$ cat src/pkg/edq_pkg.sv
package edq_pkg;

   // Channel counts
   localparam int CHANNELS     = 8;
   localparam int ALL_CHANNELS = 2 * CHANNELS;

   // Own command registers (byte offsets on the software-facing APB)
   localparam logic [7:0] REG_CTRL     = 8'h00;
   localparam logic [7:0] REG_STATUS   = 8'h04;
   localparam logic [7:0] REG_Q_CHAN   = 8'h08;
   localparam logic [7:0] REG_Q_DESC   = 8'h0c;
   localparam logic [7:0] REG_Q_BUF    = 8'h10;
   localparam logic [7:0] REG_Q_LEN    = 8'h14;
   localparam logic [7:0] REG_IRQ_EN   = 8'h18;
   localparam logic [7:0] REG_LAST_ACK = 8'h1c;
   localparam logic [7:0] REG_RAW      = 8'h20;

   // Command register bits
   localparam int CTRL_INIT_BIT    = 0;
   localparam int CTRL_SERVICE_BIT = 1;
   localparam int CTRL_QUEUE_BIT   = 2;

   // Status register bits
   localparam int ST_READY_BIT   = 0;
   localparam int ST_BUSY_BIT    = 1;
   localparam int ST_REFUSED_BIT = 2;
   localparam int ST_BUS_ERR_BIT = 3;

   // Reset values
   localparam logic [15:0] IRQ_EN_RESET = 16'hffff;
   localparam logic [31:0] WORD_RESET   = 32'h0000_0000;

   // Device register map as seen by this controller
   localparam logic [31:0] DEV_TX_HEAD     = 32'h0000_0600;
   localparam logic [31:0] DEV_RX_HEAD     = 32'h0000_0620;
   localparam logic [31:0] DEV_TX_ACK      = 32'h0000_0640;
   localparam logic [31:0] DEV_RX_ACK      = 32'h0000_0660;
   localparam logic [31:0] DEV_TX_IRQ_SET  = 32'h0000_0108;
   localparam logic [31:0] DEV_RX_IRQ_SET  = 32'h0000_0110;
   localparam logic [31:0] DEV_TX_UNMASKED = 32'h0000_0080;
   localparam logic [31:0] DEV_RX_UNMASKED = 32'h0000_00a0;
   localparam logic [31:0] DEV_WRAPPER_CTL = 32'h0000_1004;
   localparam int          GLOBAL_GATE_BIT = 0;

   // Descriptor layout: four words, sixteen bytes
   localparam logic [31:0] DESC_BYTES    = 32'h0000_0010;
   localparam logic [31:0] DESC_W_NEXT   = 32'h0000_0000;
   localparam logic [31:0] DESC_W_BUF    = 32'h0000_0004;
   localparam logic [31:0] DESC_W_LEN    = 32'h0000_0008;
   localparam logic [31:0] DESC_W_FLAGS  = 32'h0000_000c;
   localparam int          FIRST_FRAG_BIT = 31;
   localparam int          LAST_FRAG_BIT  = 30;
   localparam int          HOLDS_BIT      = 29;
   localparam int          LIST_END_BIT   = 28;

   // One request towards the device
   typedef struct packed {
      logic [31:0] addr;
      logic        write;
      logic [31:0] wdata;
   } edq_bus_req_t;

   // Sequencer states, Gray along the listed order from ST_IDLE to ST_SV_ACK_WR
   typedef enum logic [4:0] {
      ST_IDLE       = 5'h00,
      ST_INIT_HEAD  = 5'h01,
      ST_INIT_MTX   = 5'h03,
      ST_INIT_MRX   = 5'h02,
      ST_INIT_GATE  = 5'h06,
      ST_Q_W0       = 5'h07,
      ST_Q_W1       = 5'h05,
      ST_Q_W2       = 5'h04,
      ST_Q_W3       = 5'h0c,
      ST_Q_LINK     = 5'h0d,
      ST_SV_RAW_TX  = 5'h0f,
      ST_SV_RAW_RX  = 5'h0e,
      ST_SV_ACK_RD  = 5'h0a,
      ST_SV_FLAGS   = 5'h0b,
      ST_SV_NEXT    = 5'h09,
      ST_SV_RESTART = 5'h08,
      ST_SV_ACK_WR  = 5'h18
   } edq_state_t;

endpackage : edq_pkg

$ cat src/edq_host_ctrl.sv
`timescale 1ns/10ps
module edq_host_ctrl #(
   parameter int CHANNELS = 8
) (
   // Clock and reset
   input  wire logic        pclk,
   input  wire logic        presetn,
   // Software command port, APB slave
   input  wire logic [7:0]  paddr,
   input  wire logic        psel,
   input  wire logic        penable,
   input  wire logic        pwrite,
   input  wire logic [31:0] pwdata,
   output logic      [31:0] prdata,
   output logic             pready,
   output logic             pslverr,
   // Device registers and descriptor memory, APB master
   output logic      [31:0] m_paddr,
   output logic             m_psel,
   output logic             m_penable,
   output logic             m_pwrite,
   output logic      [31:0] m_pwdata,
   input  wire logic [31:0] m_prdata,
   input  wire logic        m_pready,
   input  wire logic        m_pslverr
);

   generate
      if (CHANNELS != edq_pkg::CHANNELS) begin : g_bad_channels
         $error("edq_host_ctrl serves exactly eight channels per direction");
      end
   endgenerate

   edq_pkg::edq_state_t   state;
   edq_pkg::edq_bus_req_t req;
   logic                  need_bus;
   logic                  bus_done;
   logic [3:0]            init_idx;
   logic [3:0]            q_chan;
   logic [31:0]           q_desc;
   logic [31:0]           q_buf;
   logic [31:0]           q_len;
   logic [15:0]           irq_en;
   logic [15:0]           active;
   logic [15:0]           raw;
   logic [3:0]            svc_ch;
   logic [31:0]           comp;
   logic [31:0]           next_ptr;
   logic [31:0]           last_ack;
   logic                  init_done;
   logic                  refused;
   logic                  bus_err;
   logic                  sw_wr;
   logic                  sw_setup_rd;
   logic                  mapped;
   logic                  cmd_wr;
   logic                  go_init;
   logic                  go_svc;
   logic                  go_queue;
   logic                  cmd_refused;
   logic [15:0]           raw_all;
   logic [31:0]           tail_rd;
   logic                  tail_wr;
   logic [3:0]            tail_rd_addr;

   // Head and acknowledge addresses of one channel; channels 8..15 are receive
   function automatic logic [31:0] head_addr(input logic [3:0] ch);
      head_addr = (ch[3] ? edq_pkg::DEV_RX_HEAD : edq_pkg::DEV_TX_HEAD) + {27'h0, ch[2:0], 2'b00};
   endfunction : head_addr

   function automatic logic [31:0] ack_addr(input logic [3:0] ch);
      ack_addr = (ch[3] ? edq_pkg::DEV_RX_ACK : edq_pkg::DEV_TX_ACK) + {27'h0, ch[2:0], 2'b00};
   endfunction : ack_addr

   // Lowest pending channel, transmit before receive
   function automatic logic [3:0] lowest(input logic [15:0] v);
      logic [3:0] r;
      r = 4'h0;
      for (int i = 15; i >= 0; i--) begin
         if (v[i]) begin
            r = 4'(i);
         end
      end
      lowest = r;
   endfunction : lowest

   // Software port decode
   assign pready      = 1'b1;
   assign sw_wr       = psel & penable & pwrite;
   assign sw_setup_rd = psel & ~penable & ~pwrite;
   assign cmd_wr      = sw_wr & (paddr == edq_pkg::REG_CTRL);
   assign raw_all     = {m_prdata[7:0], raw[7:0]};

   always_comb begin
      if (paddr == edq_pkg::REG_CTRL || paddr == edq_pkg::REG_STATUS) begin
         mapped = 1'b1;
      end else if (paddr == edq_pkg::REG_Q_CHAN || paddr == edq_pkg::REG_Q_DESC) begin
         mapped = 1'b1;
      end else if (paddr == edq_pkg::REG_Q_BUF || paddr == edq_pkg::REG_Q_LEN) begin
         mapped = 1'b1;
      end else if (paddr == edq_pkg::REG_IRQ_EN || paddr == edq_pkg::REG_LAST_ACK) begin
         mapped = 1'b1;
      end else if (paddr == edq_pkg::REG_RAW) begin
         mapped = 1'b1;
      end else begin
         mapped = 1'b0;
      end
   end

   assign pslverr = psel & penable & ~mapped;

   // Commands start only from idle; queue and service also need a finished init
   assign go_init     = cmd_wr & pwdata[edq_pkg::CTRL_INIT_BIT] & (state == edq_pkg::ST_IDLE);
   assign go_svc      = cmd_wr & pwdata[edq_pkg::CTRL_SERVICE_BIT] & (state == edq_pkg::ST_IDLE)
                        & init_done & ~go_init;
   assign go_queue    = cmd_wr & pwdata[edq_pkg::CTRL_QUEUE_BIT] & (state == edq_pkg::ST_IDLE)
                        & init_done & ~go_init & ~go_svc;
   assign cmd_refused = cmd_wr & (|pwdata[2:0]) & ~go_init & ~go_svc & ~go_queue;

   // Parameter registers written by software
   always_ff @(posedge pclk or negedge presetn) begin
      if (!presetn) begin
         q_chan <= 4'h0;
         q_desc <= edq_pkg::WORD_RESET;
         q_buf  <= edq_pkg::WORD_RESET;
         q_len  <= edq_pkg::WORD_RESET;
         irq_en <= edq_pkg::IRQ_EN_RESET;
      end else if (sw_wr) begin
         if (paddr == edq_pkg::REG_Q_CHAN) begin
            q_chan <= pwdata[3:0];
         end else if (paddr == edq_pkg::REG_Q_DESC) begin
            q_desc <= pwdata;
         end else if (paddr == edq_pkg::REG_Q_BUF) begin
            q_buf <= pwdata;
         end else if (paddr == edq_pkg::REG_Q_LEN) begin
            q_len <= pwdata;
         end else if (paddr == edq_pkg::REG_IRQ_EN) begin
            irq_en <= pwdata[15:0];
         end
      end
   end

   // Sticky error flags; a new event beats a same-cycle write-one clear
   always_ff @(posedge pclk or negedge presetn) begin
      if (!presetn) begin
         refused <= 1'b0;
         bus_err <= 1'b0;
      end else begin
         if (cmd_refused) begin
            refused <= 1'b1;
         end else if (sw_wr && paddr == edq_pkg::REG_STATUS && pwdata[edq_pkg::ST_REFUSED_BIT]) begin
            refused <= 1'b0;
         end
         if (bus_done && m_pslverr) begin
            bus_err <= 1'b1;
         end else if (sw_wr && paddr == edq_pkg::REG_STATUS && pwdata[edq_pkg::ST_BUS_ERR_BIT]) begin
            bus_err <= 1'b0;
         end
      end
   end

   // Read data captured in the setup cycle so the access phase needs no wait
   always_ff @(posedge pclk or negedge presetn) begin
      if (!presetn) begin
         prdata <= edq_pkg::WORD_RESET;
      end else if (sw_setup_rd) begin
         if (paddr == edq_pkg::REG_STATUS) begin
            prdata <= {28'h0, bus_err, refused, state != edq_pkg::ST_IDLE, init_done};
         end else if (paddr == edq_pkg::REG_Q_CHAN) begin
            prdata <= {28'h0, q_chan};
         end else if (paddr == edq_pkg::REG_Q_DESC) begin
            prdata <= q_desc;
         end else if (paddr == edq_pkg::REG_Q_BUF) begin
            prdata <= q_buf;
         end else if (paddr == edq_pkg::REG_Q_LEN) begin
            prdata <= q_len;
         end else if (paddr == edq_pkg::REG_IRQ_EN) begin
            prdata <= {16'h0, irq_en};
         end else if (paddr == edq_pkg::REG_LAST_ACK) begin
            prdata <= last_ack;
         end else if (paddr == edq_pkg::REG_RAW) begin
            prdata <= {active, raw};
         end else begin
            prdata <= edq_pkg::WORD_RESET;
         end
      end
   end

   // Request towards the device for the current step
   always_comb begin
      req      = '0;
      need_bus = 1'b1;
      case (state)
         edq_pkg::ST_INIT_HEAD: begin
            req.addr  = head_addr(init_idx);
            req.write = 1'b1;
         end
         edq_pkg::ST_INIT_MTX: begin
            req.addr  = edq_pkg::DEV_TX_IRQ_SET;
            req.write = 1'b1;
            req.wdata = {24'h0, irq_en[7:0]};
         end
         edq_pkg::ST_INIT_MRX: begin
            req.addr  = edq_pkg::DEV_RX_IRQ_SET;
            req.write = 1'b1;
            req.wdata = {24'h0, irq_en[15:8]};
         end
         edq_pkg::ST_INIT_GATE: begin
            req.addr  = edq_pkg::DEV_WRAPPER_CTL;
            req.write = 1'b1;
            req.wdata = 32'h0000_0001 << edq_pkg::GLOBAL_GATE_BIT;
         end
         edq_pkg::ST_Q_W0: begin
            req.addr  = q_desc + edq_pkg::DESC_W_NEXT;
            req.write = 1'b1;
         end
         edq_pkg::ST_Q_W1: begin
            req.addr  = q_desc + edq_pkg::DESC_W_BUF;
            req.write = 1'b1;
            req.wdata = q_buf;
         end
         edq_pkg::ST_Q_W2: begin
            req.addr  = q_desc + edq_pkg::DESC_W_LEN;
            req.write = 1'b1;
            req.wdata = q_len;
         end
         edq_pkg::ST_Q_W3: begin
            req.addr  = q_desc + edq_pkg::DESC_W_FLAGS;
            req.write = 1'b1;
            req.wdata = {16'h0, q_len[15:0]};
            req.wdata[edq_pkg::FIRST_FRAG_BIT] = 1'b1;
            req.wdata[edq_pkg::LAST_FRAG_BIT]  = 1'b1;
            req.wdata[edq_pkg::HOLDS_BIT]      = 1'b1;
         end
         edq_pkg::ST_Q_LINK: begin
            // Active list: patch the old tail, never touch the head
            req.addr  = active[q_chan] ? tail_rd + edq_pkg::DESC_W_NEXT : head_addr(q_chan);
            req.write = 1'b1;
            req.wdata = q_desc;
         end
         edq_pkg::ST_SV_RAW_TX: begin
            req.addr = edq_pkg::DEV_TX_UNMASKED;
         end
         edq_pkg::ST_SV_RAW_RX: begin
            req.addr = edq_pkg::DEV_RX_UNMASKED;
         end
         edq_pkg::ST_SV_ACK_RD: begin
            req.addr = ack_addr(svc_ch);
         end
         edq_pkg::ST_SV_FLAGS: begin
            req.addr = comp + edq_pkg::DESC_W_FLAGS;
         end
         edq_pkg::ST_SV_NEXT: begin
            req.addr = comp + edq_pkg::DESC_W_NEXT;
         end
         edq_pkg::ST_SV_RESTART: begin
            req.addr  = head_addr(svc_ch);
            req.write = 1'b1;
            req.wdata = next_ptr;
         end
         edq_pkg::ST_SV_ACK_WR: begin
            req.addr  = ack_addr(svc_ch);
            req.write = 1'b1;
            req.wdata = comp;
         end
         default: begin
            need_bus = 1'b0;
         end
      endcase
   end

   // Master side: setup, access, held until pready
   assign bus_done = m_psel & m_penable & m_pready;

   always_ff @(posedge pclk or negedge presetn) begin
      if (!presetn) begin
         m_psel    <= 1'b0;
         m_penable <= 1'b0;
         m_paddr   <= edq_pkg::WORD_RESET;
         m_pwrite  <= 1'b0;
         m_pwdata  <= edq_pkg::WORD_RESET;
      end else if (!m_psel && need_bus) begin
         m_psel   <= 1'b1;
         m_paddr  <= req.addr;
         m_pwrite <= req.write;
         m_pwdata <= req.wdata;
      end else if (m_psel && !m_penable) begin
         m_penable <= 1'b1;
      end else if (bus_done) begin
         m_psel    <= 1'b0;
         m_penable <= 1'b0;
      end
   end

   // Sequencer
   always_ff @(posedge pclk or negedge presetn) begin
      if (!presetn) begin
         state     <= edq_pkg::ST_IDLE;
         init_idx  <= 4'h0;
         init_done <= 1'b0;
         raw       <= 16'h0;
         svc_ch    <= 4'h0;
         comp      <= edq_pkg::WORD_RESET;
         next_ptr  <= edq_pkg::WORD_RESET;
         last_ack  <= edq_pkg::WORD_RESET;
      end else if (state == edq_pkg::ST_IDLE) begin
         if (go_init) begin
            init_idx  <= 4'h0;
            init_done <= 1'b0;
            state     <= edq_pkg::ST_INIT_HEAD;
         end else if (go_svc) begin
            state <= edq_pkg::ST_SV_RAW_TX;
         end else if (go_queue) begin
            state <= edq_pkg::ST_Q_W0;
         end
      end else if (bus_done) begin
         case (state)
            edq_pkg::ST_INIT_HEAD: begin
               init_idx <= init_idx + 4'h1;
               if (init_idx == 4'hf) begin
                  state <= edq_pkg::ST_INIT_MTX;
               end
            end
            edq_pkg::ST_INIT_MTX:  state <= edq_pkg::ST_INIT_MRX;
            edq_pkg::ST_INIT_MRX:  state <= edq_pkg::ST_INIT_GATE;
            edq_pkg::ST_INIT_GATE: begin
               init_done <= 1'b1;
               state     <= edq_pkg::ST_IDLE;
            end
            edq_pkg::ST_Q_W0:   state <= edq_pkg::ST_Q_W1;
            edq_pkg::ST_Q_W1:   state <= edq_pkg::ST_Q_W2;
            edq_pkg::ST_Q_W2:   state <= edq_pkg::ST_Q_W3;
            edq_pkg::ST_Q_W3:   state <= edq_pkg::ST_Q_LINK;       // Link only after full descriptor
            edq_pkg::ST_Q_LINK: state <= edq_pkg::ST_IDLE;
            edq_pkg::ST_SV_RAW_TX: begin
               raw[7:0] <= m_prdata[7:0];
               state    <= edq_pkg::ST_SV_RAW_RX;
            end
            edq_pkg::ST_SV_RAW_RX: begin
               raw[15:8] <= m_prdata[7:0];
               svc_ch    <= lowest(raw_all);
               state     <= (raw_all == 16'h0) ? edq_pkg::ST_IDLE : edq_pkg::ST_SV_ACK_RD;
            end
            edq_pkg::ST_SV_ACK_RD: begin
               comp  <= m_prdata;
               state <= edq_pkg::ST_SV_FLAGS;
            end
            edq_pkg::ST_SV_FLAGS: begin
               // List end with more queued behind it means the device missed them
               if (m_prdata[edq_pkg::LIST_END_BIT] && comp != tail_rd) begin
                  state <= edq_pkg::ST_SV_NEXT;
               end else begin
                  state <= edq_pkg::ST_SV_ACK_WR;
               end
            end
            edq_pkg::ST_SV_NEXT: begin
               next_ptr <= m_prdata;
               state    <= (m_prdata != edq_pkg::WORD_RESET) ? edq_pkg::ST_SV_RESTART
                                                               : edq_pkg::ST_SV_ACK_WR;
            end
            edq_pkg::ST_SV_RESTART: state <= edq_pkg::ST_SV_ACK_WR;
            edq_pkg::ST_SV_ACK_WR: begin
               last_ack <= comp;
               state    <= edq_pkg::ST_SV_RAW_TX;                      // Rescan until nothing pending
            end
            default: state <= edq_pkg::ST_IDLE;
         endcase
      end
   end

   // Which channels hold a list the device may still walk
   always_ff @(posedge pclk or negedge presetn) begin
      if (!presetn) begin
         active <= 16'h0;
      end else if (go_init) begin
         active <= 16'h0;
      end else if (bus_done && state == edq_pkg::ST_Q_LINK) begin
         active[q_chan] <= 1'b1;
      end else if (bus_done && state == edq_pkg::ST_SV_FLAGS && m_prdata[edq_pkg::LIST_END_BIT]
                   && comp == tail_rd) begin
         active[svc_ch] <= 1'b0;
      end
   end

   // Tail of each channel's list, needed for appending and list-end checks
   assign tail_wr      = bus_done & (state == edq_pkg::ST_Q_LINK);
   // Registered read port: the queue channel is looked up one step ahead of the link write
   assign tail_rd_addr = (state == edq_pkg::ST_Q_W3 || state == edq_pkg::ST_Q_LINK) ? q_chan : svc_ch;

   edq_tail_mem #(
      .WIDTH (32),
      .DEPTH (edq_pkg::ALL_CHANNELS)
   ) u_tail_mem (
      .pclk    (pclk),
      .presetn (presetn),
      .wr_en   (tail_wr),
      .wr_addr (q_chan),
      .wr_data (q_desc),
      .rd_addr (tail_rd_addr),
      .rd_data (tail_rd)
   );

endmodule : edq_host_ctrl

$ cat src/edq_tail_mem.sv
`timescale 1ns/10ps
module edq_tail_mem #(
   parameter int WIDTH = 32,
   parameter int DEPTH = 16
) (
   // Clock and reset
   input  wire logic                     pclk,
   input  wire logic                     presetn,
   // Write port
   input  wire logic                     wr_en,
   input  wire logic [$clog2(DEPTH)-1:0] wr_addr,
   input  wire logic [WIDTH-1:0]         wr_data,
   // Registered read port
   input  wire logic [$clog2(DEPTH)-1:0] rd_addr,
   output logic      [WIDTH-1:0]         rd_data
);

   logic [WIDTH-1:0] mem [DEPTH];

   generate
      if (DEPTH < 2 || (DEPTH & (DEPTH - 1)) != 0) begin : g_bad_depth
         $error("edq_tail_mem depth must be a power of two");
      end
   endgenerate

   // Storage array, no reset needed: entries are only read once written
   always_ff @(posedge pclk) begin
      if (wr_en) begin
         mem[wr_addr] <= wr_data;
      end
   end

   // Read data leaves through a register
   always_ff @(posedge pclk or negedge presetn) begin
      if (!presetn) begin
         rd_data <= '0;
      end else begin
         rd_data <= mem[rd_addr];
      end
   end

endmodule : edq_tail_mem
$ cat config.mk
export PLATFORM = sky130hd
export DESIGN_NAME = edq_host_ctrl
export DESIGN_NICKNAME = d
export VERILOG_FILES = /design/src/pkg/edq_pkg.sv /design/src/edq_host_ctrl.sv /design/src/edq_tail_mem.sv
export SDC_FILE = /design/constraint.sdc
export NUM_CORES = 2
export LEC_CHECK = 0
export BUFFER_PORTS_ARGS = -buffer_cell sky130_fd_sc_hd__buf_2
export CORE_MARGIN = 4
export CORE_UTILIZATION = 35
export CTS_BUF_LIST = sky130_fd_sc_hd__clkbuf_16
export CTS_CLUSTER_DIAMETER = 80
export DETAILED_ROUTE_END_ITERATION = 8
export GPL_ROUTABILITY_DRIVEN = 0
export SYNTH_ARGS = -nofsm -noshare
export SYNTH_HDL_FRONTEND = slang
export SYNTH_SLANG_ARGS = --single-unit
$ cat constraint.sdc
create_clock -name pclk -period 4.1 [get_ports pclk]
set_input_delay 0 -clock pclk [delete_from_list [all_inputs] [get_ports pclk]]
set_output_delay 0 -clock pclk [all_outputs]
set_load 0.02 [all_outputs]
==> summary.md <==
| Metric | Value |
|---|---|
| Status | complete, but fails checks |
| Failing checks | hold timing |
| Mapped Area | approximately 40,000 um^2 |
| Total global-route track usage | 0.222 |
| Row Count | ~120 |
| RSZ-0062 raised after global routing | false |
| Data required, critical path | about 4.7 ns |
| Most common cell after layout, fill and taps aside | edfxtp_1 |
| Number of I/O port buffers | roughly 180 |
| Power per standard cell area | between 500 and 600 nW/um^2 |
| Post-CTS Resized | 0 |
| Hold slack | -0.0181 ns |
| Fin nets | between 3k and 4k |
| WL final | 137 mm |
| Most frequent cells in the layout | 512 x edfxtp_1, 373 x dfrtp_1, 248 x mux2_2 |
| Leak | ~0.019 uW |
| Postcts setup bufs | 0 |
| Largest net degree at the start of global routing | around 100 |
| Total core area | ~110,000 um^2 |
| Tightest Pin Transition | around 1.1 ns |
| Top FF cell, synth | edfxtp_1 |
| Vias in the first global route | around 28k |
| Final hold vios | 21 |
| Total die area | around 120,000 um^2 |
| Avg Vias per Cell | slightly below 6 |
| GR Overflow Total | 0 |
| Fraction of registers with async set/reset | 0.433 |
| DRC | 0 |
| Max transition margin | 0.236 |
| Area Growth Syn to Fin | 17.7% |
| Crit path buffers/inverters | 1 |
| Initial antenna violation count | 16 |
| Cells after Synth | a little under 3k |
| Worst Setup Path Type | flip-flop to flip-flop |
| Top post-synthesis cells by area | edfxtp_1 38%, dfrtp_1 23%, mux4_2 7.4% |
| Layout cells sized above 1 | 0.277 |
| CP Launch Type | flip-flop |
| Routed wl met2 | 63.7 mm |
| Crit-path cells | and4bb_2 -> nand2_1 -> nor2_1 -> nand3b_1 -> nor2_4 -> buf_4 -> o21ai_0 -> a31oi_1 |
| DR iter-0 viols | roughly 3.6k |
| Syn_area_per_cell | between 10 and 15 um^2 |
| Drt pass-1 iters | 8 |
| Routed WL per cell | 28.7 um |
| CTS root buf | clkbuf_16 |
| Placed wire-length estimate | approximately 90 mm |
| Worst-Skew Late Latency | between 0.6 and 0.7 ns |
| Delay-heaviest family, CP | simple AND/OR/NAND/NOR gates |
| Slowest cell on the critical path | and4bb_2 |
| Synth area leader | edfxtp_1 |
| Crit-path max FO | 24 |
| Die width | 348 um |
| WL met3 | 11.9 mm |
| Worst setup EP type | flip-flop |
| Routed Antenna Nets | 0 |
| Top sig layer | met5 |
| Synth warn | 0 |
| Longest Clk Path Bufs | 3 |
| Initial Utilization | 0.353 |
| Min Tclk post-route | 3.36 ns |
| Max Cap Viol | 0 |
| Metal-1 WL | around 56 mm |
| Setup TNS | 0 ns |
| Final period util | 0.818 |
| Final setup violation count | 0 |
| Yosys top cell area share | 0.380 |
| Worst hold path type | primary input to asynchronous set/reset pin |
| Synthesized Nets | 2,998 |
| Post-route core utilization | 0.416 |
| Seq cells post-synth | 903 |
| Clock sink total | about 900 |
| Crit path DAT | 3.95 ns |
| Die height | 348 um |
| CP max stage delay | slightly above 0.7 ns |
| Max Slew Vio Count | 0 |
| H-tree levels | 3 |
| Post-synth EDFFs | about 510 |
| Pwr Total | between 20,000 and 30,000 uW |
| Netlist cell types | 82 |
| TritonCTS clock tree | done |
| CTS Buf Count | 94 |
| Worst-path clk slew | around 0.07 ns |
| Layout Skew | between 0.015 and 0.02 ns |
| Maximum clock rate | between 0.2 and 0.3 GHz |
| Vias | 28.3k |
| Cts hold-fix bufs | between 70 and 80 |
| First-pass GRT wire length | about 200 mm |
| I/O pin count | 180 |
| Worst vdd ir | roughly 0.32 mV |
| Post-synthesis sequential area ratio | 0.623 |
[through the flow]
stage,setup slack [ns],std cells,area (um^2)
global placement,0.838,4518,43900
floorplan,0.617,2915,40400
finish,0.745,4774,47600
global route,0.544,4771,47600
detailed placement,0.783,4518,43900
CTS,0.773,4769,47600
[path summary, 6_finish.rpt]
kind | startpoint | end | slack, ns | cells after the start
worst max-delay path | state[4]$_DFFE_PN0P_ | active[14]$_DFFE_PN0P_ | 0.74 | 8
worst min-delay path | presetn | u_tail_mem.rd_data[12]$_DFF_PN0_ | -0.02 | 2
worst max register to register | state[4]$_DFFE_PN0P_ | active[14]$_DFFE_PN0P_ | 0.74 | 8
worst min register to register | m_pwdata[24]$_DFFE_PN0P_ | m_pwdata[24]$_DFFE_PN0P_ | 0.47 | 2
max in group asynchronous | presetn | last_ack[23]$_DFFE_PN0P_ | 2.87 | 3
min in group pclk | paddr[7] | init_idx[2]$_DFFE_PN0P_ | 0.05 | 6
[cells in the mapped netlist, types with 42 or more instances]
cell,count
edfxtp_1,512
dfrtp_1,375
mux2_2,248
nand2_1,242
clkbuf_1,159
o21ai_0,150
mux4_2,132
a21oi_1,114
nor2_1,105
mux2i_1,56
nand3_1,56
a31oi_1,54
xnor2_1,50
a22oi_1,48
a211oi_1,42
[layer usage]
| layer | global-route usage | vias to the layer above |
|---|---|---|
| li1 | - | 11800 |
| met1 | 0.300 | 14700 |
| met2 | 0.356 | 1468 |
| met3 | 0.0477 | 333 |
| met4 | 0.0784 | 12 |
| met5 | 0 | - |
[state kept, by name (all words and copies together) (netlist names), 4 cells and up]
signal and flops:
q_buf 32, q_chan 4, q_len 32, u_tail_mem.mem 512, irq_en 16, next_ptr 32
comp 32, raw 16, init_idx 4, state 5, u_tail_mem.rd_data 32, m_paddr 32
active 16, svc_ch 4, m_pwdata 32, prdata 32, q_desc 32, last_ack 32
[power breakdown]
group	internal [uW]	switching, uW
Combinational	2990	4460
Clock	4670	3660
Sequential	10300	1090
[logic make-up after synthesis]
group                    share of synthesized area
AO/OA/AOI/OAI                                0.103
XOR/XNOR                                    0.0162
buffers and inverters                       0.0255
flip-flops                                   0.623
AND/OR/NAND/NOR                             0.0751
multiplexers                                 0.156
other                                    0.0000928
adder cells (fa/ha/maj)                    0.00124
[layout make-up]
| class | instances | area (um^2) |
|---|---|---|
| diodes | 5 | 12.5 |
| clock inverters | 82 | 614 |
| multi-input cells | 1761 | 14500 |
| repair buffers | 400 | 2990 |
| clock buffers | 95 | 2380 |
| flip-flops and latches | 903 | 25200 |
| fillers | 10600 | 66900 |
| inverters | 16 | 60.1 |
| well taps | 1512 | 1890 |
[worst reg2reg max path, delay by kind of cell, from the launching register on]
kind	cells	cell delay [ns]
flip-flops	1	0.44
AO/OA/AOI/OAI	2	0.33
buffers and inverters	1	0.46
AND/OR/NAND/NOR	5	2.06
Power figures use the tool's default switching activity.
